[config.mk]
export PLATFORM = sky130hd
export DESIGN_NAME = keypad_interrupt_unit
export DESIGN_NICKNAME = d
export VERILOG_FILES = /design/src/inc/keypad_pkg.sv /design/src/keypad_interrupt_unit.sv
export SDC_FILE = /design/constraint.sdc
export NUM_CORES = 1
export LEC_CHECK = 0
export BUFFER_PORTS_ARGS = -buffer_cell sky130_fd_sc_hd__buf_2
export CORE_ASPECT_RATIO = 0.5
export CORE_UTILIZATION = 45
export CTS_BUF_LIST = sky130_fd_sc_hd__clkbuf_4 sky130_fd_sc_hd__clkbuf_8 sky130_fd_sc_hd__clkbuf_16
export DETAILED_ROUTE_END_ITERATION = 8
export PLACE_DENSITY = 0.83
export SETUP_SLACK_MARGIN = 0.05
export SYNTH_ARGS = -nofsm -noshare
export SYNTH_HDL_FRONTEND = slang
export SYNTH_SLANG_ARGS = --single-unit
[constraint.sdc]
create_clock -name aclk -period 1.7 [get_ports aclk]
set_input_delay 0.34 -clock aclk [delete_from_list [all_inputs] [get_ports aclk]]
set_output_delay 0.34 -clock aclk [all_outputs]
set_load 0.05 [all_outputs]
[src/inc/keypad_pkg.sv]
package keypad_pkg;
    // register byte addresses (printed offsets are not all multiples of four)
    localparam logic [11:0] IDX_STATUS_CONTROL = 12'h01A;
    localparam logic [11:0] IDX_PIN_ENABLE = 12'h01B;
    localparam logic [11:0] IDX_PIN_POLARITY = 12'h448;
    localparam logic [13:0] ADDR_STATUS_CONTROL = {IDX_STATUS_CONTROL, 2'b00};
    localparam logic [13:0] ADDR_PIN_ENABLE = {IDX_PIN_ENABLE, 2'b00};
    localparam logic [13:0] ADDR_PIN_POLARITY = {IDX_PIN_POLARITY, 2'b00};
    // status/control field positions
    localparam int BIT_SENSITIVITY = 0;
    localparam int BIT_MASK = 1;
    localparam int BIT_ACK = 2;
    localparam int BIT_PENDING = 3;
    // reset values
    localparam logic [7:0] RST_PIN_ENABLE = 8'h00;
    localparam logic [7:0] RST_PIN_POLARITY = 8'h00;
    localparam logic RST_MASK = 1'b0;
    localparam logic RST_SENSITIVITY = 1'b0;
    // axi responses
    localparam logic [1:0] RESP_OKAY = 2'h0;
    localparam logic [1:0] RESP_SLVERR = 2'h2;

    // one read answer
    typedef struct packed {
        logic [31:0] data;
        logic [1:0] resp;
    } rd_answer_s;
endpackage

[src/keypad_interrupt_unit.sv]
// Operation
// - edge-only mode: new edge ignored while another enabled pin is asserted
// - edge-and-level mode: request present while any enabled pin asserted
// - level mode: clear needs acknowledge and all pins deasserted, either order
// - vector fetch makes an acknowledge pulse on the request latch
// - writing one to acknowledge bit acts like a vector fetch
// - an edge after acknowledge latches a fresh request
// - unmasked latched request goes to cpu, vector at FFE0/FFE1
// - edge-only mode: acknowledge clears the request at once
// - reset clears request and sensitivity select even with pin asserted
// - pending flag shows request regardless of mask
// - enabled pin forced to input, direction bit still needed to read
// - polarity bit with sensitivity select picks edge and level sense
// - detection continues in wait and stop; unmasked request wakes cpu
// - break clear enabled: acknowledge in break clears latch for good
// - break clear disabled: acknowledge bit write in break has no effect
// - status/control at 1A: pending bit3, ack bit2, mask bit1, select bit0
// - enable at 1B and polarity at 448, one bit per pin, reset zero
// - polarity one means rising/high, zero means falling/low
// - edge is deasserted one bus cycle then asserted the next
// - mask stops cpu request without clearing latch; reset clears mask
//
// Local design decision: the AXI4-Lite interface to the registers.
module keypad_interrupt_unit #(
    parameter int NUM_PINS = 8
) (
    // clock and reset
    input wire logic aclk,
    input wire logic aresetn,
    // axi4-lite write address
    input wire logic [13:0] s_axi_awaddr,
    input wire logic s_axi_awvalid,
    output logic s_axi_awready,
    // axi4-lite write data
    input wire logic [31:0] s_axi_wdata,
    input wire logic [3:0] s_axi_wstrb,
    input wire logic s_axi_wvalid,
    output logic s_axi_wready,
    // axi4-lite write response
    output logic [1:0] s_axi_bresp,
    output logic s_axi_bvalid,
    input wire logic s_axi_bready,
    // axi4-lite read address
    input wire logic [13:0] s_axi_araddr,
    input wire logic s_axi_arvalid,
    output logic s_axi_arready,
    // axi4-lite read data
    output logic [31:0] s_axi_rdata,
    output logic [1:0] s_axi_rresp,
    output logic s_axi_rvalid,
    input wire logic s_axi_rready,
    // key pins and system
    input wire logic [NUM_PINS-1:0] key_pins,
    input wire logic vector_fetch,
    input wire logic break_state,
    input wire logic break_clear_enable,
    // cpu side
    output logic cpu_irq,
    output logic wake_request,
    output logic [NUM_PINS-1:0] pin_force_input
);

    logic [NUM_PINS-1:0] pin_enable_r;
    logic [NUM_PINS-1:0] pin_polarity_r;
    logic mask_r;
    logic sense_r;
    logic pending_r;
    logic [NUM_PINS-1:0] sync1_r;
    logic [NUM_PINS-1:0] sync2_r;
    logic [NUM_PINS-1:0] asserted_prev_r;
    logic vf_d_r;
    logic [NUM_PINS-1:0] asserted;
    logic [NUM_PINS-1:0] edge_hit;
    logic any_asserted;
    logic any_edge;
    logic vf_pulse;
    logic sw_ack;
    logic ack;
    logic pending_nxt;
    logic acked_r;
    logic acked_nxt;
    logic wr_fire;
    logic aw_held_r;
    logic w_held_r;
    logic [13:0] awaddr_r;
    logic [31:0] wdata_r;
    logic [3:0] wstrb_r;
    keypad_pkg::rd_answer_s rd_ans;

    // two-flop pin synchroniser
    always_ff @(posedge aclk) begin
        if (!aresetn) begin
            sync1_r <= '0;
            sync2_r <= '0;
        end else begin
            sync1_r <= key_pins;
            sync2_r <= sync1_r;
        end
    end

    // per-pin assertion and edge detection
    genvar g;
    generate
        for (g = 0; g < NUM_PINS; g++) begin : g_pin
            // polarity one senses high, zero senses low
            assign asserted[g] = pin_enable_r[g] & (sync2_r[g] == pin_polarity_r[g]);
            // deasserted one cycle, asserted the next
            assign edge_hit[g] = asserted[g] & ~asserted_prev_r[g];
        end
    endgenerate

    // previous sampled assertion state
    always_ff @(posedge aclk) begin
        if (!aresetn) begin
            asserted_prev_r <= '0;
        end else begin
            asserted_prev_r <= asserted;
        end
    end

    // an edge counts only if no other enabled pin was already asserted
    assign any_edge = |(edge_hit) && ((asserted_prev_r & ~edge_hit) == '0);
    assign any_asserted = |asserted;

    // vector fetch to single-cycle pulse
    always_ff @(posedge aclk) begin
        if (!aresetn) begin
            vf_d_r <= 1'b0;
        end else begin
            vf_d_r <= vector_fetch;
        end
    end
    assign vf_pulse = vector_fetch & ~vf_d_r;

    // software acknowledge, blocked in break unless clear enabled
    assign sw_ack = wr_fire && awaddr_r == keypad_pkg::ADDR_STATUS_CONTROL && wstrb_r[0]
        && wdata_r[keypad_pkg::BIT_ACK] && (!break_state || break_clear_enable);
    assign ack = vf_pulse | sw_ack;

    // request latch: set wins over acknowledge
    always_comb begin
        pending_nxt = pending_r;
        acked_nxt = acked_r;
        if (ack) begin
            acked_nxt = 1'b1;
        end
        // edge-only: acknowledge clears at once
        if (!sense_r && ack) begin
            pending_nxt = 1'b0;
        end
        // level mode: clear once acknowledged and all enabled pins released
        if (sense_r && acked_nxt && !any_asserted) begin
            pending_nxt = 1'b0;
        end
        // a fresh edge latches again and wants a new acknowledge
        if (any_edge) begin
            pending_nxt = 1'b1;
            acked_nxt = 1'b0;
        end
        if (!pending_nxt) begin
            acked_nxt = 1'b0;
        end
    end

    // pending state, cleared by reset
    always_ff @(posedge aclk) begin
        if (!aresetn) begin
            pending_r <= 1'b0;
            acked_r <= 1'b0;
        end else begin
            pending_r <= pending_nxt;
            acked_r <= acked_nxt;
        end
    end

    // cpu request gated by mask only
    always_ff @(posedge aclk) begin
        if (!aresetn) begin
            cpu_irq <= 1'b0;
            wake_request <= 1'b0;
            pin_force_input <= '0;
        end else begin
            cpu_irq <= pending_nxt & ~mask_r;
            wake_request <= pending_nxt & ~mask_r;
            pin_force_input <= pin_enable_r;
        end
    end

    // write address and data capture, either order
    assign wr_fire = aw_held_r && w_held_r && !s_axi_bvalid;
    always_ff @(posedge aclk) begin
        if (!aresetn) begin
            aw_held_r <= 1'b0;
            w_held_r <= 1'b0;
            awaddr_r <= '0;
            wdata_r <= '0;
            wstrb_r <= '0;
            s_axi_awready <= 1'b1;
            s_axi_wready <= 1'b1;
        end else begin
            // each ready drops when its item is taken, returns after the response
            if (s_axi_awvalid && s_axi_awready) begin
                s_axi_awready <= 1'b0;
            end else if (s_axi_bvalid && s_axi_bready) begin
                s_axi_awready <= 1'b1;
            end
            if (s_axi_wvalid && s_axi_wready) begin
                s_axi_wready <= 1'b0;
            end else if (s_axi_bvalid && s_axi_bready) begin
                s_axi_wready <= 1'b1;
            end
            if (s_axi_awvalid && s_axi_awready) begin
                aw_held_r <= 1'b1;
                awaddr_r <= s_axi_awaddr;
            end else if (wr_fire) begin
                aw_held_r <= 1'b0;
            end
            if (s_axi_wvalid && s_axi_wready) begin
                w_held_r <= 1'b1;
                wdata_r <= s_axi_wdata;
                wstrb_r <= s_axi_wstrb;
            end else if (wr_fire) begin
                w_held_r <= 1'b0;
            end
        end
    end
    // register writes and write response
    always_ff @(posedge aclk) begin
        if (!aresetn) begin
            pin_enable_r <= keypad_pkg::RST_PIN_ENABLE;
            pin_polarity_r <= keypad_pkg::RST_PIN_POLARITY;
            mask_r <= keypad_pkg::RST_MASK;
            sense_r <= keypad_pkg::RST_SENSITIVITY;
            s_axi_bvalid <= 1'b0;
            s_axi_bresp <= keypad_pkg::RESP_OKAY;
        end else begin
            if (wr_fire) begin
                s_axi_bvalid <= 1'b1;
                s_axi_bresp <= keypad_pkg::RESP_OKAY;
                case (awaddr_r)
                    keypad_pkg::ADDR_STATUS_CONTROL: begin
                        if (wstrb_r[0]) begin
                            mask_r <= wdata_r[keypad_pkg::BIT_MASK];
                            sense_r <= wdata_r[keypad_pkg::BIT_SENSITIVITY];
                        end
                    end
                    keypad_pkg::ADDR_PIN_ENABLE: begin
                        if (wstrb_r[0]) begin
                            pin_enable_r <= wdata_r[NUM_PINS-1:0];
                        end
                    end
                    keypad_pkg::ADDR_PIN_POLARITY: begin
                        if (wstrb_r[0]) begin
                            pin_polarity_r <= wdata_r[NUM_PINS-1:0];
                        end
                    end
                    default: begin
                        s_axi_bresp <= keypad_pkg::RESP_SLVERR;
                    end
                endcase
            end else if (s_axi_bvalid && s_axi_bready) begin
                s_axi_bvalid <= 1'b0;
            end
        end
    end

    // read decode; ack bit and upper bits read zero
    always_comb begin
        rd_ans.data = '0;
        rd_ans.resp = keypad_pkg::RESP_OKAY;
        case (s_axi_araddr)
            keypad_pkg::ADDR_STATUS_CONTROL: begin
                rd_ans.data[keypad_pkg::BIT_PENDING] = pending_r;
                rd_ans.data[keypad_pkg::BIT_MASK] = mask_r;
                rd_ans.data[keypad_pkg::BIT_SENSITIVITY] = sense_r;
            end
            keypad_pkg::ADDR_PIN_ENABLE: rd_ans.data[NUM_PINS-1:0] = pin_enable_r;
            keypad_pkg::ADDR_PIN_POLARITY: rd_ans.data[NUM_PINS-1:0] = pin_polarity_r;
            default: rd_ans.resp = keypad_pkg::RESP_SLVERR;
        endcase
    end

    // read channel
    always_ff @(posedge aclk) begin
        if (!aresetn) begin
            s_axi_arready <= 1'b1;
            s_axi_rvalid <= 1'b0;
            s_axi_rdata <= '0;
            s_axi_rresp <= keypad_pkg::RESP_OKAY;
        end else if (s_axi_arvalid && s_axi_arready) begin
            s_axi_arready <= 1'b0;
            s_axi_rvalid <= 1'b1;
            s_axi_rdata <= rd_ans.data;
            s_axi_rresp <= rd_ans.resp;
        end else if (s_axi_rvalid && s_axi_rready) begin
            s_axi_arready <= 1'b1;
            s_axi_rvalid <= 1'b0;
        end
    end

    // checks
    a_edge_sets_latch: assert property (@(posedge aclk) disable iff (!aresetn)
        any_edge |=> pending_r) else $error("edge did not latch request");
    a_level_holds_req: assert property (@(posedge aclk) disable iff (!aresetn)
        (sense_r && pending_r && any_asserted) |=> pending_r)
        else $error("level request dropped");
    a_edge_only_clear: assert property (@(posedge aclk) disable iff (!aresetn)
        (!sense_r && ack && !any_edge) |=> !pending_r)
        else $error("ack did not clear");
    a_level_needs_both: assert property (@(posedge aclk) disable iff (!aresetn)
        (!pending_r && $past(pending_r) && $past(sense_r))
        |-> (($past(ack) || $past(acked_r)) && !$past(any_asserted)))
        else $error("level clear without both conditions");
    a_break_protects: assert property (@(posedge aclk) disable iff (!aresetn)
        (pending_r && break_state && !break_clear_enable && !vf_pulse) |=> pending_r)
        else $error("ack in break cleared latch");
    a_mask_gates_irq: assert property (@(posedge aclk) disable iff (!aresetn)
        (mask_r && $stable(mask_r)) |=> !cpu_irq) else $error("masked irq seen");
    a_irq_follows: assert property (@(posedge aclk) disable iff (!aresetn)
        (pending_r && !mask_r && $stable(mask_r)) |-> cpu_irq)
        else $error("unmasked request not sent");
    a_blocked_edge: assert property (@(posedge aclk) disable iff (!aresetn)
        (!sense_r && !pending_r && !ack && |edge_hit && |(asserted_prev_r & ~edge_hit))
        |=> !pending_r) else $error("edge latched while other pin held");
    a_vf_single: assert property (@(posedge aclk) disable iff (!aresetn)
        vf_pulse |=> !vf_pulse) else $error("fetch ack longer than a cycle");
    c_edge_irq: cover property (@(posedge aclk) disable iff (!aresetn) any_edge ##2 cpu_irq);
    c_sw_ack: cover property (@(posedge aclk) disable iff (!aresetn) pending_r ##1 sw_ack);
    c_level_hold: cover property (@(posedge aclk) disable iff (!aresetn)
        sense_r && ack && any_asserted ##1 pending_r);
    a_level_release: assert property (@(posedge aclk) disable iff (!aresetn)
        (sense_r && acked_r && pending_r && !any_asserted) |=> !pending_r)
        else $error("acknowledged level request not cleared on release");
    a_sw_ack_clear: assert property (@(posedge aclk) disable iff (!aresetn)
        (!sense_r && sw_ack && !any_edge) |=> !pending_r) else $error("write ack did not clear");
    a_wake_match: assert property (@(posedge aclk) disable iff (!aresetn)
        wake_request == cpu_irq) else $error("wake differs from cpu request");
    a_force_input: assert property (@(posedge aclk) disable iff (!aresetn)
        pin_force_input == $past(pin_enable_r)) else $error("force input not following enable");
    a_read_ready: assert property (@(posedge aclk) disable iff (!aresetn)
        s_axi_arready == !s_axi_rvalid) else $error("read ready while answer stands");
    c_break_ack: cover property (@(posedge aclk) disable iff (!aresetn) break_state && sw_ack);
    c_level_release: cover property (@(posedge aclk) disable iff (!aresetn)
        sense_r && acked_r && !any_asserted);

endmodule

==> results.txt, run 1 <==
----------------------------------------------------
[Outcome]
  Status ... complete, but fails checks
  Violations in the final reports ... negative setup slack

[Logic synthesis]
  Area fraction in and, or, nand and nor cells after synthesis ... 23.4%
  EDFF count, synth ... 0
  Async set or reset register ratio after synthesis ... 0%
  Netlist area before placement ... 0.00381 mm2
  Synthesized instance count ... 396
  Number of distinct library cells after synthesis ... 46
  Adder and majority cell fraction of the synthesized area ... 0%
  Complex-gate fraction of the synthesized area ... 11.9%
  Number of synthesized register bits ... 94
  XOR/XNOR Fraction of Synth Area ... 1.84%
  Avg Inst Size Synth ... 9.63 um2
  Dominant combinational cell family by area after synthesis ... simple AND/OR/NAND/NOR gates
  Register area share after synthesis ... 49.4%
  Portion of netlist area occupied by mux cells ... 5.61%
  Top FF cell, synth ... sky130_fd_sc_hd__dfxtp_1
  Count of synthesis-stage warnings from yosys ... 0

[Routing]
  Final antenna-violating net count ... 0
  Detailed-route vias per instance ... 4.82
  Drt initial violations ... 217
  Routed wirelength normalized by instance count ... 13.1 um
  Routed Wire Length ... 7870 um
  First drt pass iteration count ... 4
  Vias after detailed routing ... 2891
  Remaining design rule violation count ... 0

[Pwr]
  Peak supply drop ... 0.000549 V
  Power Density ... 1010 mW/mm2
  Static leakage ... 2.09 nW

[Placed design]
  Number of placed instances with taps included ... 583
  Placed Instance Area ... 0.00428 mm2
  Final GP Congestion ... 0.862
  HPWL reported at the end of detailed placement ... 5730 um
  Count of buffers inserted at the top-level ports ... 79

[Finish]
  Ratio of cells with drive above 1 in the final layout ... 25.6%
  Multi-input combinational cell area ... 0.00176 mm2
  Post-layout net count ... 566
  FILL cells ... 705
  Diode count ... 0
  Number of standard cells in the layout, taps in and fillers out ... 600
  Synth-to-layout area growth ... 20.8%
  Storage element area ... 0.00188 mm2
  Finished layout cell area ... 0.00460 mm2

[Clock tree]
  Clock-pin slew of the registers on the worst-case setup and hold paths ... 0.06 ns
  Total clock buffers created by CTS ... 9
  TritonCTS clock tree ... done
  Post-CTS Hold Fix Bufs ... 0
  Insertion delay to the later sink of the worst-skew pair ... 0.33 ns
  Root cell of the clock tree ... sky130_fd_sc_hd__clkbuf_16
  Number of buffers between clock root and the deepest sink ... 2
  Number of clock sinks ... 94
  Max H-tree Level ... 3

[Timing]
  Relative max-transition margin ... 64.5%
  Final Hold Viols ... 0
  Worst clock skew ... 0.00569 ns
  Slew Viols, Final ... 0
  Slew @ Worst Pin ... 0.533 ns
  Setup-violating endpoint count in the final report ... 21
  Share of the clock period used by the worst path ... 109%
  Min setup slack post-route ... -0.149 ns
  Time the worst path needs with I/O delays and setup ... 1.85 ns
  Unrepaired setup endpoints after global routing ... true
  Max Clk Rate ... 0.541 GHz

[Min path]
  Classification of the worst-slack hold path ... input port to register
  Min-Delay Path Depth ... 2

[Critical path]
  Arrival time reported for the critical path endpoint ... 2.07 ns
  Startpoint type of the worst setup path ... register
  CP Capture Type ... register
  CP delay by family, top ... simple AND/OR/NAND/NOR gates
  Required time reported for the critical path endpoint ... 1.92 ns
  Cell repeated most along the worst path ... sky130_fd_sc_hd__buf_6
  Worst path bufs/invs ... 2
  Start-to-end type of the worst setup path ... register to register
  Critical Path, Cell by Cell ... or4_4, nor4_4, buf_6, buf_6, nand3_4, mux2i_1, nor2b_1
  Critical-path maximum fanout ... 8
  Maximum single-stage delay on the critical path ... 0.54 ns
  Cell type of the slowest stage on the worst timing path ... sky130_fd_sc_hd__or4_4
  Cell depth of the worst flop-to-flop path ... 7
  Crit. path cell count ... 7

[Floorplan]
  Row cnt ... 23
  Core region area ... 0.00812 mm2
  Number of primary I/O pins ... 133
  Width of the die ... 132 um
  Initial core utilization ... 47.0%
  Floorplan die area ... 0.00887 mm2
  Die Y-Extent ... 67.1 um

[Global route]
  Total routing usage reported by global routing ... 18.6%
  Via count of the first global-routing pass ... 2601
  Antenna violations before repair ... 0
  Total congestion overflow after global routing ... 0
  First-pass GRT wire length ... 12500 um
  Largest net degree at the start of global routing ... 26

[Run]
  Number of max-cap violations ... 0

----------------------------------------------------
==> cell usage after synthesis (4+ instances only) <==
cell type                  number  area [um2]
sky130_fd_sc_hd__dfxtp_1       94        1880
sky130_fd_sc_hd__nand2_1       55         206
sky130_fd_sc_hd__and2_1        31         194
sky130_fd_sc_hd__buf_4         27         203
sky130_fd_sc_hd__a21boi_0      25         188
sky130_fd_sc_hd__nor2b_1       25         156
sky130_fd_sc_hd__mux2i_1       18         180
sky130_fd_sc_hd__clkbuf_1      15        56.3
sky130_fd_sc_hd__o21ai_0       12        60.1
sky130_fd_sc_hd__nor2_1        10        37.5
sky130_fd_sc_hd__a221oi_1       8        70.1
sky130_fd_sc_hd__and3_1         8        50.1
sky130_fd_sc_hd__xnor2_1        8        70.1
sky130_fd_sc_hd__a21oi_1        6        30.0
sky130_fd_sc_hd__inv_1          5        18.8
sky130_fd_sc_hd__nand2b_1       5        31.3
sky130_fd_sc_hd__a32oi_1        4        35.0
sky130_fd_sc_hd__nor4_1         4        25.0
==> sequential cells by signal, indices dropped and copies added (netlist names), 8 cells and up <==
name	flops
pin_polarity_r	8
sync2_r	8
sync1_r	8
pin_enable_r	8
wdata_r	8
pin_force_input	8
s_axi_rdata	8
awaddr_r	14
asserted_prev_r	8
==> where the power goes <==
group | internal [mW] | switching (mW)
registers | 2.29 | 0.0508
clock network | 1.00 | 0.790
logic | 0.165 | 0.377
total | 3.45 | 1.22
==> layer usage <==
metal | global-route usage, % | part of all wire (%) | vias up
met5 | 0 | 0 | -
met4 | 5.75 | 0.39 | 0
met3 | 5.94 | 6.6 | 2
met2 | 31.5 | 47 | 106
met1 | 22.7 | 46 | 1315
li1 | - | - | 1468
==> worst reg2reg max path, stage by stage (launching register included) <==
cell and delay, ns:
sky130_fd_sc_hd__dfxtp_2 0.32, sky130_fd_sc_hd__or4_4 0.54, sky130_fd_sc_hd__nor4_4 0.16, sky130_fd_sc_hd__buf_6 0.16
sky130_fd_sc_hd__buf_6 0.10, sky130_fd_sc_hd__nand3_4 0.17, sky130_fd_sc_hd__mux2i_1 0.22, sky130_fd_sc_hd__nor2b_1 0.07
==> what timing repair did <==
| item | 4_1_cts | 5_1_grt |
|---|---|---|
| gates resized for setup | 1 | 8 |
| pin swaps | 2 | 3 |
| setup endpoints to repair | 21 | 21 |
| buffers inserted | 0 | 2 |
==> area by class of cell <==
class	instances	share of cell area (%)
multi-input cells	278	38.2
repair buffers	96	11.6
flip-flops and latches	94	40.9
inverters	5	0.408
clock buffers	10	5.05
well taps	112	3.04
clock inverters	5	0.788
==> final timing paths <==
path	to	slack (ns)	from
worst max-delay path	pin_polarity_r[2]	-0.15	awaddr_r[7]
worst min-delay path	sync1_r[1]	0.21	key_pins[1]
worst max register to register	pin_polarity_r[2]	-0.15	awaddr_r[7]
worst min register to register	sync2_r[1]	0.44	sync1_r[1]
==> metrics by stage <==
| stage | power [mW] | setup TNS, ns | util, % | worst slack (ns) | hold slack (ns) |
|---|---|---|---|---|---|
| 3_5_place_dp | 2.92 | -1.58 | 52.7 | -0.187 | 0.422 |
| 6_report | 4.67 | -2.22 | 56.7 | -0.149 | 0.211 |
| 4_1_cts | 4.72 | -1.63 | 56.1 | -0.141 | 0.197 |
| 2_1_floorplan | 2.82 | -0.851 | - | -0.0603 | 0.406 |
| 3_3_place_gp | 2.91 | -0.873 | 52.7 | -0.108 | 0.417 |
| 5_1_grt | 4.87 | -3.77 | 56.7 | -0.211 | 0.200 |
==> kinds of logic (layout without fill, tap and decap cells) <==
group / Yosys count / count (layout)
xor gates and xnor gates: 8 / 8
muxes: 21 / 21
other: 1 / 26
buffers and inverters: 49 / 116
DFF: 94 / 94
AOI/OAI and AO/OA: 64 / 64
and+or+nand+nor: 159 / 159
==> placed cells by master, fill, tap and decap left out, types with 2 or more instances in the layout <==
master / instances
sky130_fd_sc_hd__a21boi_0: 25
sky130_fd_sc_hd__a21oi_1: 5
sky130_fd_sc_hd__a221oi_1: 8
sky130_fd_sc_hd__a22oi_1: 2
sky130_fd_sc_hd__a32oi_1: 4
sky130_fd_sc_hd__and2_1: 31
sky130_fd_sc_hd__and3_1: 8
sky130_fd_sc_hd__buf_2: 79
sky130_fd_sc_hd__buf_4: 14
sky130_fd_sc_hd__buf_6: 3
sky130_fd_sc_hd__clkbuf_16: 9
sky130_fd_sc_hd__clkinv_2: 2
sky130_fd_sc_hd__clkinv_4: 2
sky130_fd_sc_hd__conb_1: 26
sky130_fd_sc_hd__dfxtp_1: 92
sky130_fd_sc_hd__dfxtp_2: 2
sky130_fd_sc_hd__inv_1: 5
sky130_fd_sc_hd__mux2_2: 3
sky130_fd_sc_hd__mux2i_1: 18
sky130_fd_sc_hd__nand2_1: 55
sky130_fd_sc_hd__nand2b_1: 5
sky130_fd_sc_hd__nand3_1: 3
sky130_fd_sc_hd__nor2_1: 10
sky130_fd_sc_hd__nor2b_1: 25
sky130_fd_sc_hd__nor3_1: 3
sky130_fd_sc_hd__nor4_1: 4
sky130_fd_sc_hd__o21ai_0: 12
sky130_fd_sc_hd__xnor2_1: 8
Note: power is estimated with default switching activity, not from simulation.
==> run 2: changes to the inputs <==
Settings changed: CORE_UTILIZATION 45 to 50, PLACE_DENSITY 0.83 to 0.87.
Clock period 1.7 ns to 2 ns, I/O delays scaled along.
==> run 2 against run 1 <==
Compared with the run above: the flow finishes with violations (design-rule violations); power shrank 14%; flip-flop and latch count unchanged; sequential share of layout area is 0.97 points higher; highest routed layer unchanged; first-iteration DRC count down 23%; sequential power decreased by 15%; design area fell by 2.4%.
==> results.txt, run 2 (synthesis results as in run 1) <==
----------------------------------------------------
[Min path]
  Classification of the worst-slack hold path ... input port to register

[Global route]
  Met2 track demand over resource ... 31.7%
  Antenna violations before repair ... 0
  Largest net degree at the start of global routing ... 92
  Total congestion overflow after global routing ... 0
  Total routing usage reported by global routing ... 19.7%
  Met1 capacity usage during global routing ... 24.2%
  Via count of the first global-routing pass ... 2535
  First-pass GRT wire length ... 12100 um
  Most Crowded Layer GR ... met2
  Global routing met3 resource utilization ... 7.96%

[Floorplan]
  Die Y-Extent ... 63.7 um
  Row cnt ... 22
  Initial core utilization ... 51.9%
  Number of primary I/O pins ... 133
  Width of the die ... 125 um
  Floorplan die area ... 0.00800 mm2
  Core region area ... 0.00735 mm2

[Clock tree]
  Total clock buffers created by CTS ... 9
  Number of clock sinks ... 94
  Number of buffers between clock root and the deepest sink ... 2
  Max H-tree Level ... 3
  Clock-pin slew of the registers on the worst-case setup and hold paths ... 0.06 ns
  Root cell of the clock tree ... sky130_fd_sc_hd__clkbuf_16
  Insertion delay to the later sink of the worst-skew pair ... 0.34 ns
  TritonCTS clock tree ... done

[Critical path]
  CP Capture Type ... register
  Cell type of the slowest stage on the worst timing path ... sky130_fd_sc_hd__or4_4
  Required time reported for the critical path endpoint ... 2.21 ns
  Arrival time reported for the critical path endpoint ... 2.04 ns
  Startpoint type of the worst setup path ... register
  Critical Path, Cell by Cell ... or4_4, nor4_4, buf_6, buf_4, nand4b_1, o211ai_1, a21oi_1
  Maximum single-stage delay on the critical path ... 0.54 ns
  Start-to-end type of the worst setup path ... register to register
  Termination of the worst setup path ... wake_request
  Reg-to-reg startpoint ... awaddr_r[7]
  Critical-path maximum fanout ... 5
  Cell depth of the worst flop-to-flop path ... 7
  End of the worst register-to-register path ... wake_request
  Critical path startpoint ... awaddr_r[7]
  Reg-to-reg setup timing slack ... 0.17 ns

[Timing]
  Slew Viols, Final ... 0
  Final Hold Viols ... 0
  Share of the clock period used by the worst path ... 91.3%
  Setup-violating endpoint count in the final report ... 0
  Time the worst path needs with I/O delays and setup ... 1.83 ns
  Unrepaired setup endpoints after global routing ... true
  Relative max-transition margin ... 56.0%
  Worst clock skew ... 0.00435 ns
  Max Clk Rate ... 0.548 GHz
  Total negative slack for setup checks ... 0 ns
  Slew @ Worst Pin ... 0.654 ns

[Run]
  Number of max-cap violations ... 0

[Finish]
  Max FFs per register ... 14
  Largest reg by FF count ... awaddr_r
  Synth-to-layout area growth ... 17.8%
  Post-layout net count ... 555
  Most frequent cells in the layout ... sky130_fd_sc_hd__dfxtp_1, sky130_fd_sc_hd__buf_2, sky130_fd_sc_hd__nand2_1, sky130_fd_sc_hd__and2_1, sky130_fd_sc_hd__conb_1
  Commonest non-fill, non-tap cell in the layout ... sky130_fd_sc_hd__dfxtp_1
  Number of standard cells in the layout, taps in and fillers out ... 574
  FILL cells ... 635
  Storage element area ... 0.00188 mm2
  Ratio of cells with drive above 1 in the final layout ... 23.0%
  Diode count ... 0
  Multi-input combinational cell area ... 0.00173 mm2

[Routing]
  Vias after detailed routing ... 2907
  Drt initial violations ... 167
  Final antenna-violating net count ... 0
  Detailed-route vias per instance ... 5.06
  First drt pass iteration count ... 9
  Remaining design rule violation count ... 9
  Routed Wire Length ... 7380 um
  Routed wirelength normalized by instance count ... 12.9 um

[Placed design]
  HPWL reported at the end of detailed placement ... 5090 um
  Number of placed instances with taps included ... 557
  Final GP Congestion ... 0.851
  Count of buffers inserted at the top-level ports ... 79

[Pwr]
  Internal power of the cells ... 2.96 mW
  Fraction of power spent switching nets ... 26.0%
  Combinational group share of total power ... 11.1%
  Static leakage ... 2.04 nW
  Peak supply drop ... 0.000667 V
  Power Density ... 892 mW/mm2
  Clk network pwr share ... 39.4%
  Sequential cell fraction of total power ... 49.6%
  Net switching power ... 1.04 mW

[Outcome]
  Status ... complete, but fails checks
  Violations in the final reports ... design-rule violations

----------------------------------------------------
-- run 2: cell count changes in the layout (fill, tap and decap cells not counted), sizes merged --
cell and change:
clkinv -2, clkinvlp +2, clkbuf +1, buf -11
-- run 2: cell type report --
type                       instances  area share, %
timing repair buffer              85           10.2
clock buffer                      11           5.49
tap                               96           2.67
inverter                           5          0.418
multi-input combinational        278           38.6
sequential                        94           41.9
clock inverter                     5          0.752
-- run 2: stage by stage --
stage	total power, mW	setup slack [ns]	hold WS [ns]	util [%]	area, um2
after detailed placement	2.47	0.0815	0.417	57.1	4190
after floorplan	2.40	0.120	0.406	-	3910
after global placement	2.46	0.104	0.416	57.1	4190
final	4.00	0.175	0.264	61.1	4490
after global routing	4.18	0.0283	0.251	61.1	4490
after CTS	4.04	0.0512	0.254	61.0	4490
-- run 2: repair_timing --
action | CTS | global route
pin swaps | 0 | 1
hold buffers | 0 | 0
endpoints found under the setup margin | 1 | 12
gates resized for setup | 1 | 1
buffers inserted | 1 | 0
-- run 2: per-layer routing --
metal	vias up	share of wire [%]
li1	1453	-
met1	1330	46
met2	113	45
met3	11	7.1
met4	0	1.2
met5	-	0
-- run 2: worst min-delay path by stage --
stage | endpoint | depth (start not counted) | slack [ns] | from
2_1_floorplan | wake_request | 1 | 0.41 | mask_r
3_3_place_gp | sync2_r[6] | 1 | 0.42 | sync1_r[6]
3_5_place_dp | sync2_r[7] | 1 | 0.42 | sync1_r[7]
4_1_cts | sync1_r[4] | 2 | 0.25 | key_pins[4]
5_1_grt | sync1_r[3] | 2 | 0.25 | key_pins[3]
6_report | sync1_r[4] | 2 | 0.26 | key_pins[4]
-- run 2: power groups by stage --
stage / clock [mW] / combinational [mW] / sequential [mW]
final: 1.58 / 0.443 / 1.99
after global routing: 1.71 / 0.482 / 1.99
after CTS: 1.61 / 0.445 / 1.99
after detailed placement: 0 / 0.443 / 2.03
after global placement: 0 / 0.438 / 2.02
after floorplan: 0 / 0.306 / 2.09
-- run 2: critical path: cells and delay by family (launching register included) --
family / cells / cell delay, ns
simple gates: 3 / 0.82
flops: 1 / 0.31
compound gates: 2 / 0.30
buf+inv: 2 / 0.27
==> run 3: changes to the inputs <==
Settings changed: REMOVE_ABC_BUFFERS set to 1.
==> run 3 against run 2 <==
Compared with the run above: worst setup slack got worse by 0.0045 ns; first-iteration DRC count rose by 1.2%; final cell count fell by 0.17%; global-route usage fell by 0.22 points; critical path depth fell by 1; design area rose by 0.53%; the flow still finishes with violations (design-rule violations); register-to-register slack barely moved; largest cell class unchanged; die area did not move; sequential share of layout area fell by 0.22 points.
==> results.txt, run 3 (synthesis results as in run 1) <==
----------------------------------------------------
[Critical path]
  Cell depth of the worst flop-to-flop path ... 6
  Critical-path maximum fanout ... 8
  Startpoint type of the worst setup path ... register
  Arrival time reported for the critical path endpoint ... 2.06 ns
  Start-to-end type of the worst setup path ... register to register
  CP Capture Type ... register
  Required time reported for the critical path endpoint ... 2.23 ns

[Timing]
  Unrepaired setup endpoints after global routing ... true
  Setup-violating endpoint count in the final report ... 0
  Max Clk Rate ... 0.546 GHz
  Min setup slack post-route ... 0.170 ns
  Slew Viols, Final ... 0
  Slew @ Worst Pin ... 0.539 ns
  Share of the clock period used by the worst path ... 91.5%
  Time the worst path needs with I/O delays and setup ... 1.83 ns
  Final hold slack ... 0.261 ns
  Total negative slack for setup checks ... 0 ns
  Final Hold Viols ... 0
  Worst clock skew ... 0.00375 ns
  Relative max-transition margin ... 63.7%

[Clock tree]
  Total clock buffers created by CTS ... 9
  Post-CTS Hold Fix Bufs ... 0
  TritonCTS clock tree ... done
  Max H-tree Level ... 3
  Number of buffers between clock root and the deepest sink ... 2
  Clock-pin slew of the registers on the worst-case setup and hold paths ... 0.06 ns
  Insertion delay to the later sink of the worst-skew pair ... 0.34 ns
  Root cell of the clock tree ... sky130_fd_sc_hd__clkbuf_16
  Number of clock sinks ... 94

[Placed design]
  Final GP Congestion ... 0.836
  Count of buffers inserted at the top-level ports ... 79
  Worst setup slack after placement ... 0.0457 ns
  Number of placed instances with taps included ... 557
  Placed Instance Area ... 0.00419 mm2
  HPWL reported at the end of detailed placement ... 5210 um

[Pwr]
  Static leakage ... 2.05 nW
  Peak supply drop ... 0.000553 V
  Design Power ... 4.12 mW
  Power Density ... 913 mW/mm2

[Routing]
  Vias after detailed routing ... 2880
  Remaining design rule violation count ... 9
  Routed Wire Length ... 7490 um
  Final antenna-violating net count ... 0
  First drt pass iteration count ... 7
  Routed wirelength normalized by instance count ... 13.1 um
  Detailed-route vias per instance ... 5.03
  Drt initial violations ... 169

[Floorplan]
  Core region area ... 0.00735 mm2
  Width of the die ... 125 um
  Number of primary I/O pins ... 133
  Initial core utilization ... 51.9%
  Row cnt ... 22
  Floorplan die area ... 0.00800 mm2
  Die Y-Extent ... 63.7 um

[Global route]
  Total congestion overflow after global routing ... 0
  Via count of the first global-routing pass ... 2511
  Largest net degree at the start of global routing ... 75
  Total routing usage reported by global routing ... 19.5%
  Antenna violations before repair ... 0
  First-pass GRT wire length ... 12000 um

[Outcome]
  Status ... complete, but fails checks
  Violations in the final reports ... design-rule violations

[Finish]
  Largest reg by FF count ... awaddr_r
  Max FFs per register ... 14
  Final standard cell utilization of the core ... 61.4%
  Diode count ... 0
  Number of standard cells in the layout, taps in and fillers out ... 573
  FILL cells ... 597
  Finished layout cell area ... 0.00452 mm2
  Commonest non-fill, non-tap cell in the layout ... sky130_fd_sc_hd__dfxtp_1
  Synth-to-layout area growth ... 18.4%
  Post-layout net count ... 554
  Most frequent cells in the layout ... sky130_fd_sc_hd__dfxtp_1, sky130_fd_sc_hd__buf_2, sky130_fd_sc_hd__nand2_1, sky130_fd_sc_hd__and2_1, sky130_fd_sc_hd__conb_1
  Ratio of cells with drive above 1 in the final layout ... 23.1%

[Min path]
  Classification of the worst-slack hold path ... input port to register
  Min-Delay Path Depth ... 2

[Run]
  Number of max-cap violations ... 0

----------------------------------------------------
-- run 3: layer usage --
metal  vias up  global-route usage, %  routed length [um]
li1       1449                      -                   -
met1      1306                   25.4                3580
met2       116                   29.5                3190
met3         9                   7.04                 632
met4         0                   7.32                  94
met5         -                      0                   0
-- run 3: repair_timing --
action / in CTS / in global routing
buffers inserted: 0 / 0
endpoints found under the setup margin: 4 / 4
pin swaps: 1 / 0
resized for setup: 1 / 2
-- run 3: power breakdown --
group / total, mW / internal [mW] / switching [mW]
clock network: 1.69 / 1.01 / 0.682
logic: 0.444 / 0.131 / 0.314
registers: 1.99 / 1.94 / 0.0438
total: 4.12 / 3.08 / 1.04
-- run 3: path summary, 6_finish.rpt --
kind	startpoint	to	slack, ns
setup / recovery	awaddr_r[7]	pin_enable_r[4]	0.17
hold / removal	key_pins[5]	sync1_r[5]	0.26
setup reg to reg	awaddr_r[7]	pin_enable_r[4]	0.17
hold reg to reg	sync1_r[3]	sync2_r[3]	0.43
-- run 3: final cells by class --
class | instances | area (um2) | area share [%]
Clock buffer | 14 | 294 | 6.51
Inverter | 5 | 18.8 | 0.416
Tap cell | 96 | 120 | 2.66
Clock inverter | 2 | 12.5 | 0.277
Sequential cell | 94 | 1880 | 41.7
Multi-Input combinational cell | 278 | 1740 | 38.5
Timing Repair Buffer | 84 | 449 | 9.95
-- run 3: worst max-delay path, cell delays in order, from the launching register on --
cell and delay, ns:
sky130_fd_sc_hd__dfxtp_1 0.31, sky130_fd_sc_hd__or4_4 0.54, sky130_fd_sc_hd__nor4_4 0.16, sky130_fd_sc_hd__buf_6 0.17, sky130_fd_sc_hd__nand4_4 0.24, sky130_fd_sc_hd__mux2i_1 0.24
sky130_fd_sc_hd__nor2b_1 0.06
